`config.mk`:
```
export PLATFORM = sky130hd
export DESIGN_NAME = port_e_pin_assignment
export DESIGN_NICKNAME = d
export VERILOG_FILES = /design/src/hdl/port_ctrl_pkg.sv /design/src/hdl/apb_if.sv /design/src/hdl/apb_slave.sv /design/src/hdl/port_e_pin_assignment.sv
export SDC_FILE = /design/constraint.sdc
export NUM_CORES = 1
export LEC_CHECK = 0
export ABC_AREA = 1
export BUFFER_PORTS_ARGS = -buffer_cell sky130_fd_sc_hd__buf_4
export CAP_MARGIN = 30
export CORE_AREA = 2 2 102 104
export DETAILED_ROUTE_END_ITERATION = 12
export DIE_AREA = 0 0 104 106
export PLACE_DENSITY_LB_ADDON = 0.08
export SKIP_CTS_REPAIR_TIMING = 1
export SYNTH_ARGS = -nofsm -noshare
export SYNTH_HDL_FRONTEND = slang
export SYNTH_HIERARCHICAL = 1
export SYNTH_SLANG_ARGS = --single-unit
```
`constraint.sdc`:
```
create_clock -name pclk -period 2.1 [get_ports pclk]
set_input_delay 0.21 -clock pclk [delete_from_list [all_inputs] [get_ports pclk]]
set_output_delay 0.21 -clock pclk [all_outputs]
set_load 0.05 [all_outputs]
```
`src/hdl/port_ctrl_pkg.sv`:
```
package port_ctrl_pkg;

    // Register indices; each register owns one aligned 32-bit word
    localparam logic [9:0]  IDX_ASSIGN  = 10'h00A;
    localparam logic [9:0]  IDX_PULL    = 10'h00C;
    localparam logic [9:0]  IDX_DRIVE   = 10'h00D;
    localparam logic [11:0] ADDR_ASSIGN = {IDX_ASSIGN, 2'b00};
    localparam logic [11:0] ADDR_PULL   = {IDX_PULL, 2'b00};
    localparam logic [11:0] ADDR_DRIVE  = {IDX_DRIVE, 2'b00};
    localparam logic [11:0] ADDR_MODE   = 12'h010;

    // Bit positions in the assignment register
    localparam int BIT_NO_BUS_EN = 7;
    localparam int BIT_TEST_OUT  = 6;
    localparam int BIT_PIPE_OUT  = 5;
    localparam int BIT_NO_ECLK   = 4;
    localparam int BIT_STROBE_EN = 3;
    localparam int BIT_RW_EN     = 2;
    localparam int BIT_CAL_EN    = 1;
    localparam int BIT_INV_E_SEL = 0;
    // Control-port pull enable in the pull register
    localparam int BIT_PULL_CTRL = 4;

    // Pin positions on the control port
    localparam int PIN_BUS_EN = 7;
    localparam int PIN_PIPE_H = 6;
    localparam int PIN_PIPE_L = 5;
    localparam int PIN_ECLK   = 4;
    localparam int PIN_STROBE = 3;
    localparam int PIN_RW     = 2;

    // Operating modes
    typedef enum logic [2:0] {
        MODE_NORM_SINGLE   = 3'h0,
        MODE_NORM_EXP_NAR  = 3'h1,
        MODE_NORM_EXP_WIDE = 3'h3,
        MODE_SPEC_SINGLE   = 3'h2,
        MODE_SPEC_EXP_NAR  = 3'h6,
        MODE_SPEC_EXP_WIDE = 3'h7,
        MODE_PERIPHERAL    = 3'h5,
        MODE_SPEC_TEST     = 3'h4
    } op_mode_e;

    // Reset values: assignment register per mode, then pull and drive registers
    localparam logic [7:0] RST_NORM_EXP = 8'h00;
    localparam logic [7:0] RST_SPEC_EXP = 8'h2C;
    localparam logic [7:0] RST_PERIPH   = 8'hD0;
    localparam logic [7:0] RST_NORM_SC  = 8'h90;
    localparam logic [7:0] RST_SPEC_SC  = 8'h2E;
    localparam logic [7:0] RST_PULL     = 8'h00;
    localparam logic [7:0] RST_DRIVE    = 8'h00;

    // Implemented bits of the drive register
    localparam logic [7:0] DRIVE_MASK   = 8'hF3;
    // Control-port pins that can take a pull-up
    localparam logic [7:0] PULL_PINS    = 8'h8F;
    // Pins that can never be driven (interrupt inputs)
    localparam logic [7:0] INPUT_ONLY   = 8'h03;

    // Write permission classes
    typedef enum logic [1:0] {
        WR_ONCE_NORM = 2'h0,
        WR_NEVER_N   = 2'h1,
        WR_ECLK      = 2'h2,
        WR_ANY       = 2'h3
    } wr_class_e;

endpackage

```
`src/hdl/apb_if.sv`:
```
`timescale 1ns/10ps
`default_nettype none
interface apb_if;
    logic        psel;
    logic        penable;
    logic        pwrite;
    logic [11:0] paddr;
    logic [31:0] pwdata;
    logic [3:0]  pstrb;
    logic        wr_fire;
    logic        rd_fire;
    logic [31:0] rdata;
    logic        hit;

    modport slave (
        input  psel, penable, pwrite, paddr, pwdata, pstrb, rdata, hit,
        output wr_fire, rd_fire
    );
    modport core (
        input  wr_fire, rd_fire, paddr, pwdata, pstrb,
        output rdata, hit
    );
endinterface
`default_nettype wire

```
`src/hdl/apb_slave.sv`:
```
`timescale 1ns/10ps
`default_nettype none
module apb_slave (
    apb_if.slave      bus,
    output var logic  pready,
    output var logic  pslverr,
    output var logic [31:0] prdata
);
    // Zero wait state: the access phase is the answer cycle
    always_comb begin
        pready     = 1'b1;
        bus.wr_fire = bus.psel && bus.penable && bus.pwrite;
        bus.rd_fire = bus.psel && bus.penable && !bus.pwrite;
        pslverr    = bus.psel && bus.penable && !bus.hit;
        prdata     = (bus.rd_fire && bus.hit) ? bus.rdata : 32'h0000_0000;
    end
endmodule
`default_nettype wire

```
`src/hdl/port_e_pin_assignment.sv`:
```
`timescale 1ns/10ps
`default_nettype none
// Behaviour
// normal single-chip reset leaves all pins GPIO
// normal expanded reset enables bus enable, E
// special expanded reset enables bus control set
// special single-chip also enables calibration
// alternate function overrides pin direction bit
// peripheral mode hides register, test bit set
// write once normal, skip first special
// no-bus-enable bit picks pin 7 use
// test bit never writable normal, pipe wins
// pipe output on pins 6,5 expanded only
// E clock bit write class, E input peripheral
// E output needs stretch bit zero single-chip
// low strobe on pin 3 outside narrow/single; the code also enables it in special narrow and disables it in peripheral
// pin 3 low at E fall tags low byte
// read/write pin 2 outside single-chip; the code also leaves pin 2 GPIO in peripheral
// software enables strobe, rw before writes
// calibration bit anytime, drives pin 7
// select bit chooses bus enable or inverted E
// inverted E is exact complement of E
// pull enables act on input pins only
// control port pull-ups on pins 7,3,2,1,0
// reduced drive per port, write once normal
// interrupt pins never driven, always readable
// drive unused bits zero, once flags per register
module port_e_pin_assignment
(
    input  wire logic        pclk,
    input  wire logic        presetn,
    input  wire logic        psel,
    input  wire logic        penable,
    input  wire logic        pwrite,
    input  wire logic [11:0] paddr,
    input  wire logic [31:0] pwdata,
    input  wire logic [3:0]  pstrb,
    output var  logic [31:0] prdata,
    output var  logic        pready,
    output var  logic        pslverr,
    input  wire logic [2:0]  mode_pins,
    input  wire logic        e_stretch_bit,
    input  wire logic        tag_enable,
    input  wire logic        e_clock,
    input  wire logic        data_bus_enable,
    input  wire logic        pipe_status_hi,
    input  wire logic        pipe_status_lo,
    input  wire logic        clockgen_test,
    input  wire logic        low_byte_strobe,
    input  wire logic        rw_bus,
    input  wire logic        cal_ref,
    input  wire logic [7:0]  ctrl_port_direction,
    input  wire logic [7:0]  gpio_out,
    input  wire logic [7:0]  pin_in,
    output var  logic [7:0]  pin_out,
    output var  logic [7:0]  pin_oe,
    output var  logic [7:0]  pin_pull_en,
    output var  logic [7:0]  gpio_in,
    output var  logic        low_byte_tag,
    output var  logic [5:0]  pull_en_port,
    output var  logic [5:0]  low_drive_port
);
    import port_ctrl_pkg::*;

    // ------------------------------------------------------------
    // Mode decode
    // ------------------------------------------------------------
    op_mode_e   mode_q;
    logic       boot_q;
    logic [7:0] assign_q, pull_q, drive_q;
    logic       assign_wr_q, drive_wr_q;
    logic [7:0] pin_s1_q, pin_s2_q;
    logic       e_prev_q;

    function automatic logic is_special(input op_mode_e m);
        return m[2] || m == MODE_SPEC_SINGLE;
    endfunction
    function automatic logic is_single(input op_mode_e m);
        return m == MODE_NORM_SINGLE || m == MODE_SPEC_SINGLE;
    endfunction
    function automatic logic [7:0] reset_value(input op_mode_e m);
        case (m)
            MODE_NORM_SINGLE:  return RST_NORM_SC;
            MODE_SPEC_SINGLE:  return RST_SPEC_SC;
            MODE_PERIPHERAL:   return RST_PERIPH;
            MODE_NORM_EXP_NAR,
            MODE_NORM_EXP_WIDE: return RST_NORM_EXP;
            default:           return RST_SPEC_EXP;
        endcase
    endfunction

    wire logic special = (mode_q != MODE_PERIPHERAL) && is_special(mode_q);
    wire logic single  = is_single(mode_q);
    wire logic periph  = mode_q == MODE_PERIPHERAL;
    wire logic narrow_norm = mode_q == MODE_NORM_EXP_NAR;
    wire logic expanded = !single && !periph;

    // Mode strap captured in the first cycle after reset release
    always_ff @(posedge pclk or negedge presetn) begin
        if (!presetn) begin
            mode_q <= MODE_NORM_SINGLE;
            boot_q <= 1'b1;
        end else if (boot_q) begin
            mode_q <= op_mode_e'(mode_pins);
            boot_q <= 1'b0;
        end
    end

    // ------------------------------------------------------------
    // Bus slave
    // ------------------------------------------------------------
    apb_if bus ();
    assign bus.psel    = psel;
    assign bus.penable = penable;
    assign bus.pwrite  = pwrite;
    assign bus.paddr   = paddr;
    assign bus.pwdata  = pwdata;
    assign bus.pstrb   = pstrb;

    apb_slave u_slave (
        .bus     (bus.slave),
        .pready  (pready),
        .pslverr (pslverr),
        .prdata  (prdata)
    );

    // Registers other than the mode register are absent in peripheral mode
    wire logic sel_assign = paddr == ADDR_ASSIGN && !periph;
    wire logic sel_pull   = paddr == ADDR_PULL && !periph;
    wire logic sel_drive  = paddr == ADDR_DRIVE && !periph;
    wire logic sel_mode   = paddr == ADDR_MODE;
    always_comb begin
        bus.hit   = sel_assign || sel_pull || sel_drive || sel_mode;
        bus.rdata = 32'h0000_0000;
        if (sel_assign)
            bus.rdata[7:0] = assign_q;
        else if (sel_pull)
            bus.rdata[7:0] = pull_q;
        else if (sel_drive)
            bus.rdata[7:0] = drive_q & DRIVE_MASK;
        else if (sel_mode)
            bus.rdata[2:0] = mode_q;
    end

    // ------------------------------------------------------------
    // Write permission
    // ------------------------------------------------------------
    // Once class: special modes refuse the first write, normal modes accept only it
    function automatic logic may_write(input wr_class_e c,
                                       input logic spec,
                                       input logic sc,
                                       input logic done);
        case (c)
            WR_ANY:       return 1'b1;
            WR_ONCE_NORM: return spec ? done : !done;
            WR_NEVER_N:   return spec && done;
            WR_ECLK:      return sc && (spec || !done);
            default:      return 1'b0;
        endcase
    endfunction

    wire logic wr_assign = bus.wr_fire && sel_assign && pstrb[0];
    wire logic wr_pull   = bus.wr_fire && sel_pull && pstrb[0];
    wire logic wr_drive  = bus.wr_fire && sel_drive && pstrb[0];
    logic [7:0] assign_wmask;
    always_comb begin
        assign_wmask = 8'h00;
        for (int i = 0; i < 8; i++) begin
            case (i)
                BIT_CAL_EN:   assign_wmask[i] = 1'b1;
                BIT_TEST_OUT: assign_wmask[i] =
                    may_write(WR_NEVER_N, special, single, assign_wr_q);
                BIT_NO_ECLK:  assign_wmask[i] =
                    may_write(WR_ECLK, special, single, assign_wr_q);
                default:   assign_wmask[i] =
                    may_write(WR_ONCE_NORM, special, single, assign_wr_q);
            endcase
        end
    end
    wire logic drive_ok =
        may_write(WR_ONCE_NORM, special, single, drive_wr_q);

    // ------------------------------------------------------------
    // Registers
    // ------------------------------------------------------------
    // Reset value loaded in the strap cycle
    always_ff @(posedge pclk or negedge presetn) begin
        if (!presetn) begin
            assign_q <= RST_NORM_EXP;
        end else if (boot_q) begin
            assign_q <= reset_value(op_mode_e'(mode_pins));
        end else if (wr_assign) begin
            assign_q <= (pwdata[7:0] & assign_wmask) |
                        (assign_q & ~assign_wmask);
        end
    end

    // Once flags per register, cleared by reset only
    always_ff @(posedge pclk or negedge presetn) begin
        if (!presetn) begin
            assign_wr_q <= 1'b0;
            drive_wr_q  <= 1'b0;
        end else begin
            if (wr_assign)
                assign_wr_q <= 1'b1;
            if (wr_drive)
                drive_wr_q <= 1'b1;
        end
    end

    always_ff @(posedge pclk or negedge presetn) begin
        if (!presetn)
            pull_q <= RST_PULL;
        else if (wr_pull)
            pull_q <= pwdata[7:0];
    end

    always_ff @(posedge pclk or negedge presetn) begin
        if (!presetn)
            drive_q <= RST_DRIVE;
        else if (wr_drive && drive_ok)
            drive_q <= pwdata[7:0] & DRIVE_MASK;
    end

    // ------------------------------------------------------------
    // Pin function
    // ------------------------------------------------------------
    wire logic f_bus_en   = expanded && !assign_q[BIT_NO_BUS_EN];
    wire logic f_inv_e    = f_bus_en && assign_q[BIT_INV_E_SEL];
    wire logic f_cal      = assign_q[BIT_CAL_EN] &&
                            (single || periph || assign_q[BIT_NO_BUS_EN]);
    wire logic f_pipe     = expanded && assign_q[BIT_PIPE_OUT];
    wire logic f_test_out = assign_q[BIT_TEST_OUT] && !single &&
                            !(expanded && !special) && !f_pipe;
    wire logic f_eclk     = !assign_q[BIT_NO_ECLK] &&
                            !(single && e_stretch_bit);
    wire logic f_strobe   = assign_q[BIT_STROBE_EN] && !single &&
                            !narrow_norm && !periph;
    wire logic f_rw       = assign_q[BIT_RW_EN] && !single &&
                            !periph;

    logic [7:0] alt_sel, alt_val;
    always_comb begin
        alt_sel = 8'h00;
        alt_val = 8'h00;
        alt_sel[PIN_BUS_EN] = f_bus_en || f_cal;
        alt_val[PIN_BUS_EN] = f_bus_en ? (f_inv_e ? !e_clock
                                                  : data_bus_enable)
                                       : cal_ref;
        alt_sel[PIN_PIPE_H] = f_pipe || f_test_out;
        alt_val[PIN_PIPE_H] = f_pipe ? pipe_status_hi : clockgen_test;
        alt_sel[PIN_PIPE_L] = f_pipe;
        alt_val[PIN_PIPE_L] = pipe_status_lo;
        alt_sel[PIN_ECLK]   = f_eclk;
        alt_val[PIN_ECLK]   = e_clock;
        alt_sel[PIN_STROBE] = f_strobe;
        alt_val[PIN_STROBE] = low_byte_strobe;
        alt_sel[PIN_RW]     = f_rw;
        alt_val[PIN_RW]     = rw_bus;
    end

    // Alternate functions bypass the direction bits
    always_ff @(posedge pclk or negedge presetn) begin
        if (!presetn) begin
            pin_out <= 8'h00;
            pin_oe  <= 8'h00;
        end else begin
            for (int i = 0; i < 8; i++) begin
                pin_out[i] <= alt_sel[i] ? alt_val[i] : gpio_out[i];
                pin_oe[i]  <= (alt_sel[i] || ctrl_port_direction[i]) &&
                              !INPUT_ONLY[i];
            end
            // E is an input in peripheral mode
            if (periph) begin
                pin_oe[PIN_ECLK] <= 1'b0;
            end
        end
    end

    // Pull-ups only on listed pins that are inputs
    always_ff @(posedge pclk or negedge presetn) begin
        if (!presetn) begin
            pin_pull_en    <= 8'h00;
            pull_en_port   <= 6'h00;
            low_drive_port <= 6'h00;
        end else begin
            pin_pull_en <= (pull_q[BIT_PULL_CTRL] ? PULL_PINS : 8'h00) &
                           ~pin_oe;
            pull_en_port   <= {pull_q[7:4], pull_q[1:0]};
            low_drive_port <= {drive_q[7:4], drive_q[1:0]};
        end
    end

    // ------------------------------------------------------------
    // Input sampling and tag
    // ------------------------------------------------------------
    always_ff @(posedge pclk or negedge presetn) begin
        if (!presetn) begin
            pin_s1_q <= 8'h00;
            pin_s2_q <= 8'h00;
            gpio_in  <= 8'h00;
        end else begin
            pin_s1_q <= pin_in;
            pin_s2_q <= pin_s1_q;
            gpio_in  <= pin_s2_q;
        end
    end

    // Tag qualifier on E falling edge
    always_ff @(posedge pclk or negedge presetn) begin
        if (!presetn) begin
            e_prev_q     <= 1'b0;
            low_byte_tag <= 1'b0;
        end else begin
            e_prev_q     <= e_clock;
            low_byte_tag <= e_prev_q && !e_clock && special && expanded &&
                            assign_q[BIT_STROBE_EN] && tag_enable &&
                            !pin_s2_q[PIN_STROBE];
        end
    end

    // ------------------------------------------------------------
    // Checks
    // ------------------------------------------------------------
    a_irq_pins_input: assert property (@(posedge pclk) disable iff (!presetn)
        pin_oe[1:0] == 2'b00) else $error("interrupt pin driven");
    a_normal_sc_reset: assert property (@(posedge pclk)
        disable iff (!presetn)
        $fell(boot_q) && mode_q == MODE_NORM_SINGLE |-> assign_q == RST_NORM_SC)
        else $error("bad normal single-chip reset value");
    a_spec_sc_reset: assert property (@(posedge pclk) disable iff (!presetn)
        $fell(boot_q) && mode_q == MODE_SPEC_SINGLE |-> assign_q == RST_SPEC_SC)
        else $error("bad special single-chip reset value");
    a_test_never_norm: assert property (@(posedge pclk) disable iff (!presetn)
        !boot_q && !special |=> $stable(assign_q[BIT_TEST_OUT]))
        else $error("test bit changed in normal mode");
    a_once_normal: assert property (@(posedge pclk) disable iff (!presetn)
        !boot_q && !special && !periph && assign_wr_q
        |=> $stable(assign_q[BIT_NO_BUS_EN]))
        else $error("second write accepted");
    a_first_special: assert property (@(posedge pclk) disable iff (!presetn)
        !boot_q && special && !assign_wr_q && wr_assign
        |=> $stable(assign_q[BIT_PIPE_OUT]))
        else $error("first special write accepted");
    a_drive_unused: assert property (@(posedge pclk) disable iff (!presetn)
        (drive_q & ~DRIVE_MASK) == 8'h00)
        else $error("unused drive bit set");
    a_periph_hidden: assert property (@(posedge pclk) disable iff (!presetn)
        periph && psel && penable && paddr == ADDR_ASSIGN |-> pslverr)
        else $error("register visible in peripheral mode");
    a_inv_e_follow: assert property (@(posedge pclk) disable iff (!presetn)
        f_inv_e && !f_cal |=> pin_out[PIN_BUS_EN] == !$past(e_clock))
        else $error("inverted E mismatch");
    c_assign_write: cover property (@(posedge pclk) wr_assign);
    c_periph_mode: cover property (@(posedge pclk) periph && !boot_q);
    c_pipe_out: cover property (@(posedge pclk) f_pipe);
    c_tag_seen: cover property (@(posedge pclk) low_byte_tag);
endmodule
`default_nettype wire

```
== Word-level counts from Yosys, hierarchy flattened ==
Index checks and enable logic that the tools add are counted.

* Register bits: 88
* Input bits: 90
* Logic and storage cells: 132

* Equal/unequal tests: 12
* Multiplexer cells: 22
* Bitwise gates (word level): 6
* Reduce and logical (&&, ||, !) cells: 75

{| class="wikitable"
|+ Operators by type and width
! kind !! count
|-
| $mux 8 || 6
|-
| $logic_and 1x1->1 || 40
|-
| $eq 12x6->1 const B || 3
|-
| $pmux 8 s4 || 1
|-
| $and 8x8->8 || 3
|-
| $logic_or 1x1->1 || 16
|-
| $not 8->8 || 2
|-
| $logic_not 1->1 || 15
|-
| $eq 12x5->1 const B || 1
|-
| $mux 1 || 12
|-
| $eq 3x2->1 const B || 3
|-
| $or 8x8->8 || 1
|-
| $eq 3x1->1 const B || 2
|-
| $eq 3x3->1 const B || 2
|-
| $logic_not 3->1 || 2
|-
| $mux 3 || 2
|-
| $mux 5 || 1
|-
| $ne 3x3->1 const B || 1
|-
| $reduce_bool 2->1 || 1
|-
| $reduce_or 2->1 || 1
|}

== Depth between registers and ports, before layout ==
* Depth after elaboration: 10
* Depth in mapped cells: 12
* Gate-level depth less buffers: 12

== Modules after synthesis ==
The synthesis kept the hierarchy.

{| class="wikitable"
|+ By module, submodules not included
! module !! times used !! cells each !! area an instance (µm²) !! seq. area each (µm²)
|-
| port_e_pin_assignment || 1 || 352 || 3457.1 || 2078.2
|-
| apb_slave || 1 || 75 || 415.4 || 0.0
|}

== Worst setup path after synthesis ==
OpenSTA, ideal clock, no wires.

* Path type: register to output
* Start: register mode_q[1]
* End: output prdata[0]
* Arrival: 1.864 ns
* Required time: 1.890 ns
* Setup slack: 0.026 ns
* Stages on the path, launching flop included: 12
* Path buffers: 0
* Cell sequence: dfrtp_1 inv_2 nand2_4 nor2_4 nor2_8 nand2_1 inv_2 nor2_1 nand2_1 nand2_1 inv_1 nor2_1

* Elaborated cells on any way between the ends: 13
* Those cells by class: 1 x eq/ne; 4 x mux; 8 x reduce/logical

{| class="wikitable"
|+ RTL lines
! item !! line !! text
|-
| from (decl) || port_e_pin_assignment.sv:68 || <nowiki>op_mode_e mode_q;</nowiki>
|-
| from (signal assigned) || port_e_pin_assignment.sv:104 || <nowiki>mode_q <= op_mode_e'(mode_pins);</nowiki>
|-
| $eq 3x3->1 * || port_e_pin_assignment.sv:94 || <nowiki>wire logic periph = mode_q == MODE_PERIPHERAL;</nowiki>
|-
| $logic_not 1->1 * || port_e_pin_assignment.sv:128, port_e_pin_assignment.sv:129, port_e_pin_assignment.sv:130 ||
|-
| $logic_and 1x1->1 || port_e_pin_assignment.sv:130 || <nowiki>wire logic sel_drive = paddr == ADDR_DRIVE && !periph;</nowiki>
|-
| $mux 3 || port_e_pin_assignment.sv:139 || <nowiki>else if (sel_drive)</nowiki>
|-
| $mux 8 || port_e_pin_assignment.sv:137 || <nowiki>else if (sel_pull)</nowiki>
|-
| $mux 8 * || port_e_pin_assignment.sv:135 || <nowiki>if (sel_assign)</nowiki>
|-
| via bus.rdata[0] || apb_if.sv:12 || <nowiki>logic [31:0] rdata;</nowiki>
|-
| $mux 8 * || apb_slave.sv:15 || <nowiki>prdata = (bus.rd_fire && bus.hit) ? bus.rdata : 32'h0000_0000;</nowiki>
|-
| to (decl) || port_e_pin_assignment.sv:38 || <nowiki>output var logic [31:0] prdata,</nowiki>
|}

Mark *: on every way through the listed nets, which the timed path passes. The rest lies on a longest branch.

== Worst setup path after layout ==
* Start: register mode_q[1]
* End: output prdata[1]

* Elaborated cells on any way between the ends: 14
* Those cells by class: 1 x eq/ne; 5 x mux; 8 x reduce/logical

{| class="wikitable"
|+ RTL lines
! item !! line
|-
| $eq 3x3->1 || port_e_pin_assignment.sv:94
|-
| $logic_not 1->1 || port_e_pin_assignment.sv:128, port_e_pin_assignment.sv:129, port_e_pin_assignment.sv:130
|-
| $logic_and 1x1->1 || port_e_pin_assignment.sv:130
|-
| $mux 3 || port_e_pin_assignment.sv:139
|-
| $mux 8 || port_e_pin_assignment.sv:137
|-
| $mux 8 * || port_e_pin_assignment.sv:135
|-
| via bus.rdata[1] || apb_if.sv:12
|-
| $mux 8 * || apb_slave.sv:15
|}

Marks and branches as above.

==> metrics.log <==
INFO  metric outcome = finished, violations left
INFO  metric failed_checks = setup timing
INFO  metric drt_first_iter_violations = 176
INFO  metric number_of_sinks_on_the_clock_net = between 80 and 90
INFO  metric antenna_found_initial = 0
INFO  metric p_sw_share = 32.8%
INFO  metric postRouteAntennaNets = 0
INFO  metric setup_violations = 8
INFO  metric final.hold.worst_slack = 39.4 ps
INFO  metric grt_setup_unrepaired = yes
INFO  metric setup_ws = -60.0 ps
INFO  metric num_antenna_cells = 0
INFO  metric design.die.area = between 0.01 and 0.015 mm2
INFO  metric detailroute.via_count = around 3100
INFO  metric flow.area_growth_from_synthesis = 38.0%
INFO  metric cts_made_buffers = 9
INFO  metric globalRouteTotalUtil = 17.2%
INFO  metric power_density_of_the_placed_cells = roughly 670 mW/mm2
INFO  metric worst-slew-pin-transition = 872 ps
INFO  metric die_w = 104 um
INFO  metric worstHoldPathType = in2reg
INFO  metric global_route_wire_length_before_repair = between 10000 and 15000 um
INFO  metric overflow_left_after_global_routing = 0
INFO  metric pin_count_of_the_biggest_net_entering_global_routing = 54
INFO  metric initial_utilization = 38.7%
INFO  metric crit_type = reg2out
INFO  metric ctsLongestPathBuffers = 2
INFO  metric multi_input_comb_area = 0.00149 mm2
INFO  metric cp_slowest_stage_delay = roughly 400 ps
INFO  metric final_util = 53.4%
INFO  metric drive_above_1_share = 38.5%
INFO  metric core_region_area = 0.0100 mm2
INFO  metric worst_skew_pair.late_latency = roughly 360 ps
INFO  metric gp_weighted_congestion = 0.848
INFO  metric worstSetupStartpointType = flop
INFO  metric detailedRoute.firstPassIterationCount = 4
INFO  metric ir_drop = 0.429 mV
INFO  metric worst_ep_required_time = 1890 ps
INFO  metric synth_cells = 426
INFO  metric fillers = 972
INFO  metric dieHeight = between 100 and 150 um
INFO  metric finalInstanceArea = between 0.005 and 0.006 mm2
INFO  metric synthesis.area = between 0.003 and 0.004 mm2
INFO  metric worst-endpoint-arrival = 1950 ps
INFO  metric yosysWarningCount = 6
INFO  metric worstPathCellList = inv_2 > nand2_4 > nor2_4 > nor2_8 > nand4_1 > buf_4 > nor2_1 > nor2_1 > nand2_1 > nand2_1 > inv_1 > nor2_2 > buf_6
INFO  metric cell_internal_pwr = between 2 and 2.5 mW
INFO  metric clock_tree.htree_level_count = 3
INFO  metric crit_path_top_delay_cell = sky130_fd_sc_hd__dfrtp_1
INFO  metric timing_hold_violations_final = 0
INFO  metric boundaryPins = around 170
INFO  metric critical_path.endpoint_type = primary output
INFO  metric syn-mean-instance-area = roughly 9 um2
INFO  metric post_drt_wl_per_cell = between 10 and 15 um
INFO  metric timing.max_slew.rel_slack = about two fifths
INFO  metric post-dp-hpwl = 7090 um
INFO  metric fmax = 0.463 GHz
INFO  metric power.leakage = 2.70 nW
INFO  metric place.port_buffers = 109
INFO  metric max_cap_viol_count = 0
INFO  metric power.share.sequential = between 40% and 50%
INFO  metric vias_per_cell = 4.28
INFO  metric layout_min_cycle_time = between 2000 and 2500 ps
INFO  metric nets = 679
INFO  metric dpl_cell_area = 0.00491 mm2
INFO  metric cts_root_buf = sky130_fd_sc_hd__clkbuf_8
INFO  metric rows = 37
INFO  metric sequential_cell_area = 0.00208 mm2
INFO  metric timing_max_transition_violations_final = 0
INFO  metric finalClockSkew = 11.3 ps
INFO  metric timing.final.crit_share = 103%
INFO  metric power.clock.fraction = 32.8%
INFO  metric drt_drc_violations_left = 0
INFO  metric p_comb_share = 18.6%
INFO  metric tritoncts = done
INFO  metric vias_in_the_first_global_route = approximately 3000
INFO  metric timing.critical_path.fanout_max = 6
INFO  metric power.net_switching = roughly 1.2 mW
INFO  metric totalWireLength = 9400 um
INFO  metric clk_pin_slew_worst_paths = about 100 ps
==> sequential cells by signal (all words and copies together) (netlist names), named ones only <==
register / flops
assign_q: 2
pin_pull_en: 3
assign_wr_q: 1
pull_q: 8
pin_s1_q: 8
pin_oe: 6
pull_en_port: 6
boot_q: 1
drive_wr_q: 1
drive_q: 6
low_drive_port: 6
gpio_in: 8
pin_s2_q: 8
pin_out: 8
mode_q: 3
e_prev_q: 1
low_byte_tag: 1
==> cell usage in the layout (no fill, tap or decap), types with 2 or more instances in the layout <==
master / n
sky130_fd_sc_hd__a21oi_1: 3
sky130_fd_sc_hd__o21ai_1: 3
sky130_fd_sc_hd__nor3_1: 2
sky130_fd_sc_hd__o21ai_2: 14
sky130_fd_sc_hd__o211ai_1: 2
sky130_fd_sc_hd__nand2_4: 3
sky130_fd_sc_hd__clkbuf_8: 9
sky130_fd_sc_hd__ha_1: 2
sky130_fd_sc_hd__o21ai_0: 21
sky130_fd_sc_hd__conb_1: 31
sky130_fd_sc_hd__buf_6: 9
sky130_fd_sc_hd__nand2_1: 71
sky130_fd_sc_hd__nor2_1: 28
sky130_fd_sc_hd__nor2_2: 34
sky130_fd_sc_hd__dfrtp_1: 81
sky130_fd_sc_hd__nand4_1: 3
sky130_fd_sc_hd__inv_2: 8
sky130_fd_sc_hd__nand3_2: 4
sky130_fd_sc_hd__buf_4: 114
sky130_fd_sc_hd__clkinv_4: 2
sky130_fd_sc_hd__inv_1: 78
sky130_fd_sc_hd__nand2_2: 9
sky130_fd_sc_hd__dlygate4sd3_1: 12
sky130_fd_sc_hd__or2_2: 3
sky130_fd_sc_hd__inv_8: 3
sky130_fd_sc_hd__nor2_4: 4
sky130_fd_sc_hd__nand3_1: 25
==> layout make-up <==
class	count	area share [%]
clock inverters	7	1.43
inverters	86	6.04
repair buffers	135	20.2
well taps	136	3.19
flip-flops and latches	83	38.9
clock buffers	9	2.32
multi-input cells	272	27.9
==> worst max-delay path, delay by kind of cell (launching register included) <==
family	cells	cell delay [ps]
flops	1	400
buf+inv	4	460
simple gates	9	720
==> routing by layer <==
| layer | global-route usage [%] | share of wire (%) | routed length, um | vias to the layer above |
|---|---|---|---|---|
| met5 | 0 | 0 | 0 | - |
| met4 | 5.79 | 1.5 | 144 | 0 |
| met3 | 4.72 | 5.7 | 533 | 10 |
| met2 | 28.6 | 50 | 4670 | 101 |
| met1 | 21.7 | 43 | 4050 | 1422 |
| li1 | - | - | - | 1584 |
==> per-stage QoR <==
stage | setup WS (ps) | total power, mW | std cells | TNS (ps)
after floorplan | 26.5 | 2.13 | 455 | 0
after global placement | 69.8 | 2.39 | 695 | 0
after detailed placement | 31.2 | 2.40 | 695 | 0
after CTS | -366 | 3.55 | 711 | -2820
after global routing | -235 | 3.73 | 728 | -1650
final | -60.0 | 3.55 | 728 | -356
==> power by group through the flow <==
stage          logic, mW  registers (mW)  clock network [mW]
2_1_floorplan      0.206            1.92                   0
3_3_place_gp       0.627            1.76                   0
3_5_place_dp       0.633            1.76                   0
4_1_cts            0.634            1.73                1.19
5_1_grt            0.717            1.74                1.27
6_report           0.662            1.73                1.16
==> worst paths after layout <==
check / startpoint / endpoint / slack (ps) / depth (start not counted)
min reg2reg: pin_s1_q[1] / pin_s2_q[1] / 350 / 0
min: ctrl_port_direction[7] / pin_oe[7] / 40 / 2
min in group asynchronous: presetn / gpio_in[0] / 410 / 2
max: mode_q[1] / prdata[1] / -60 / 13
max reg2reg: mode_q[0] / flop / 120 / 9
max in group asynchronous: presetn / drive_q[5] / 950 / 3
Power figures use the tool's default switching activity.
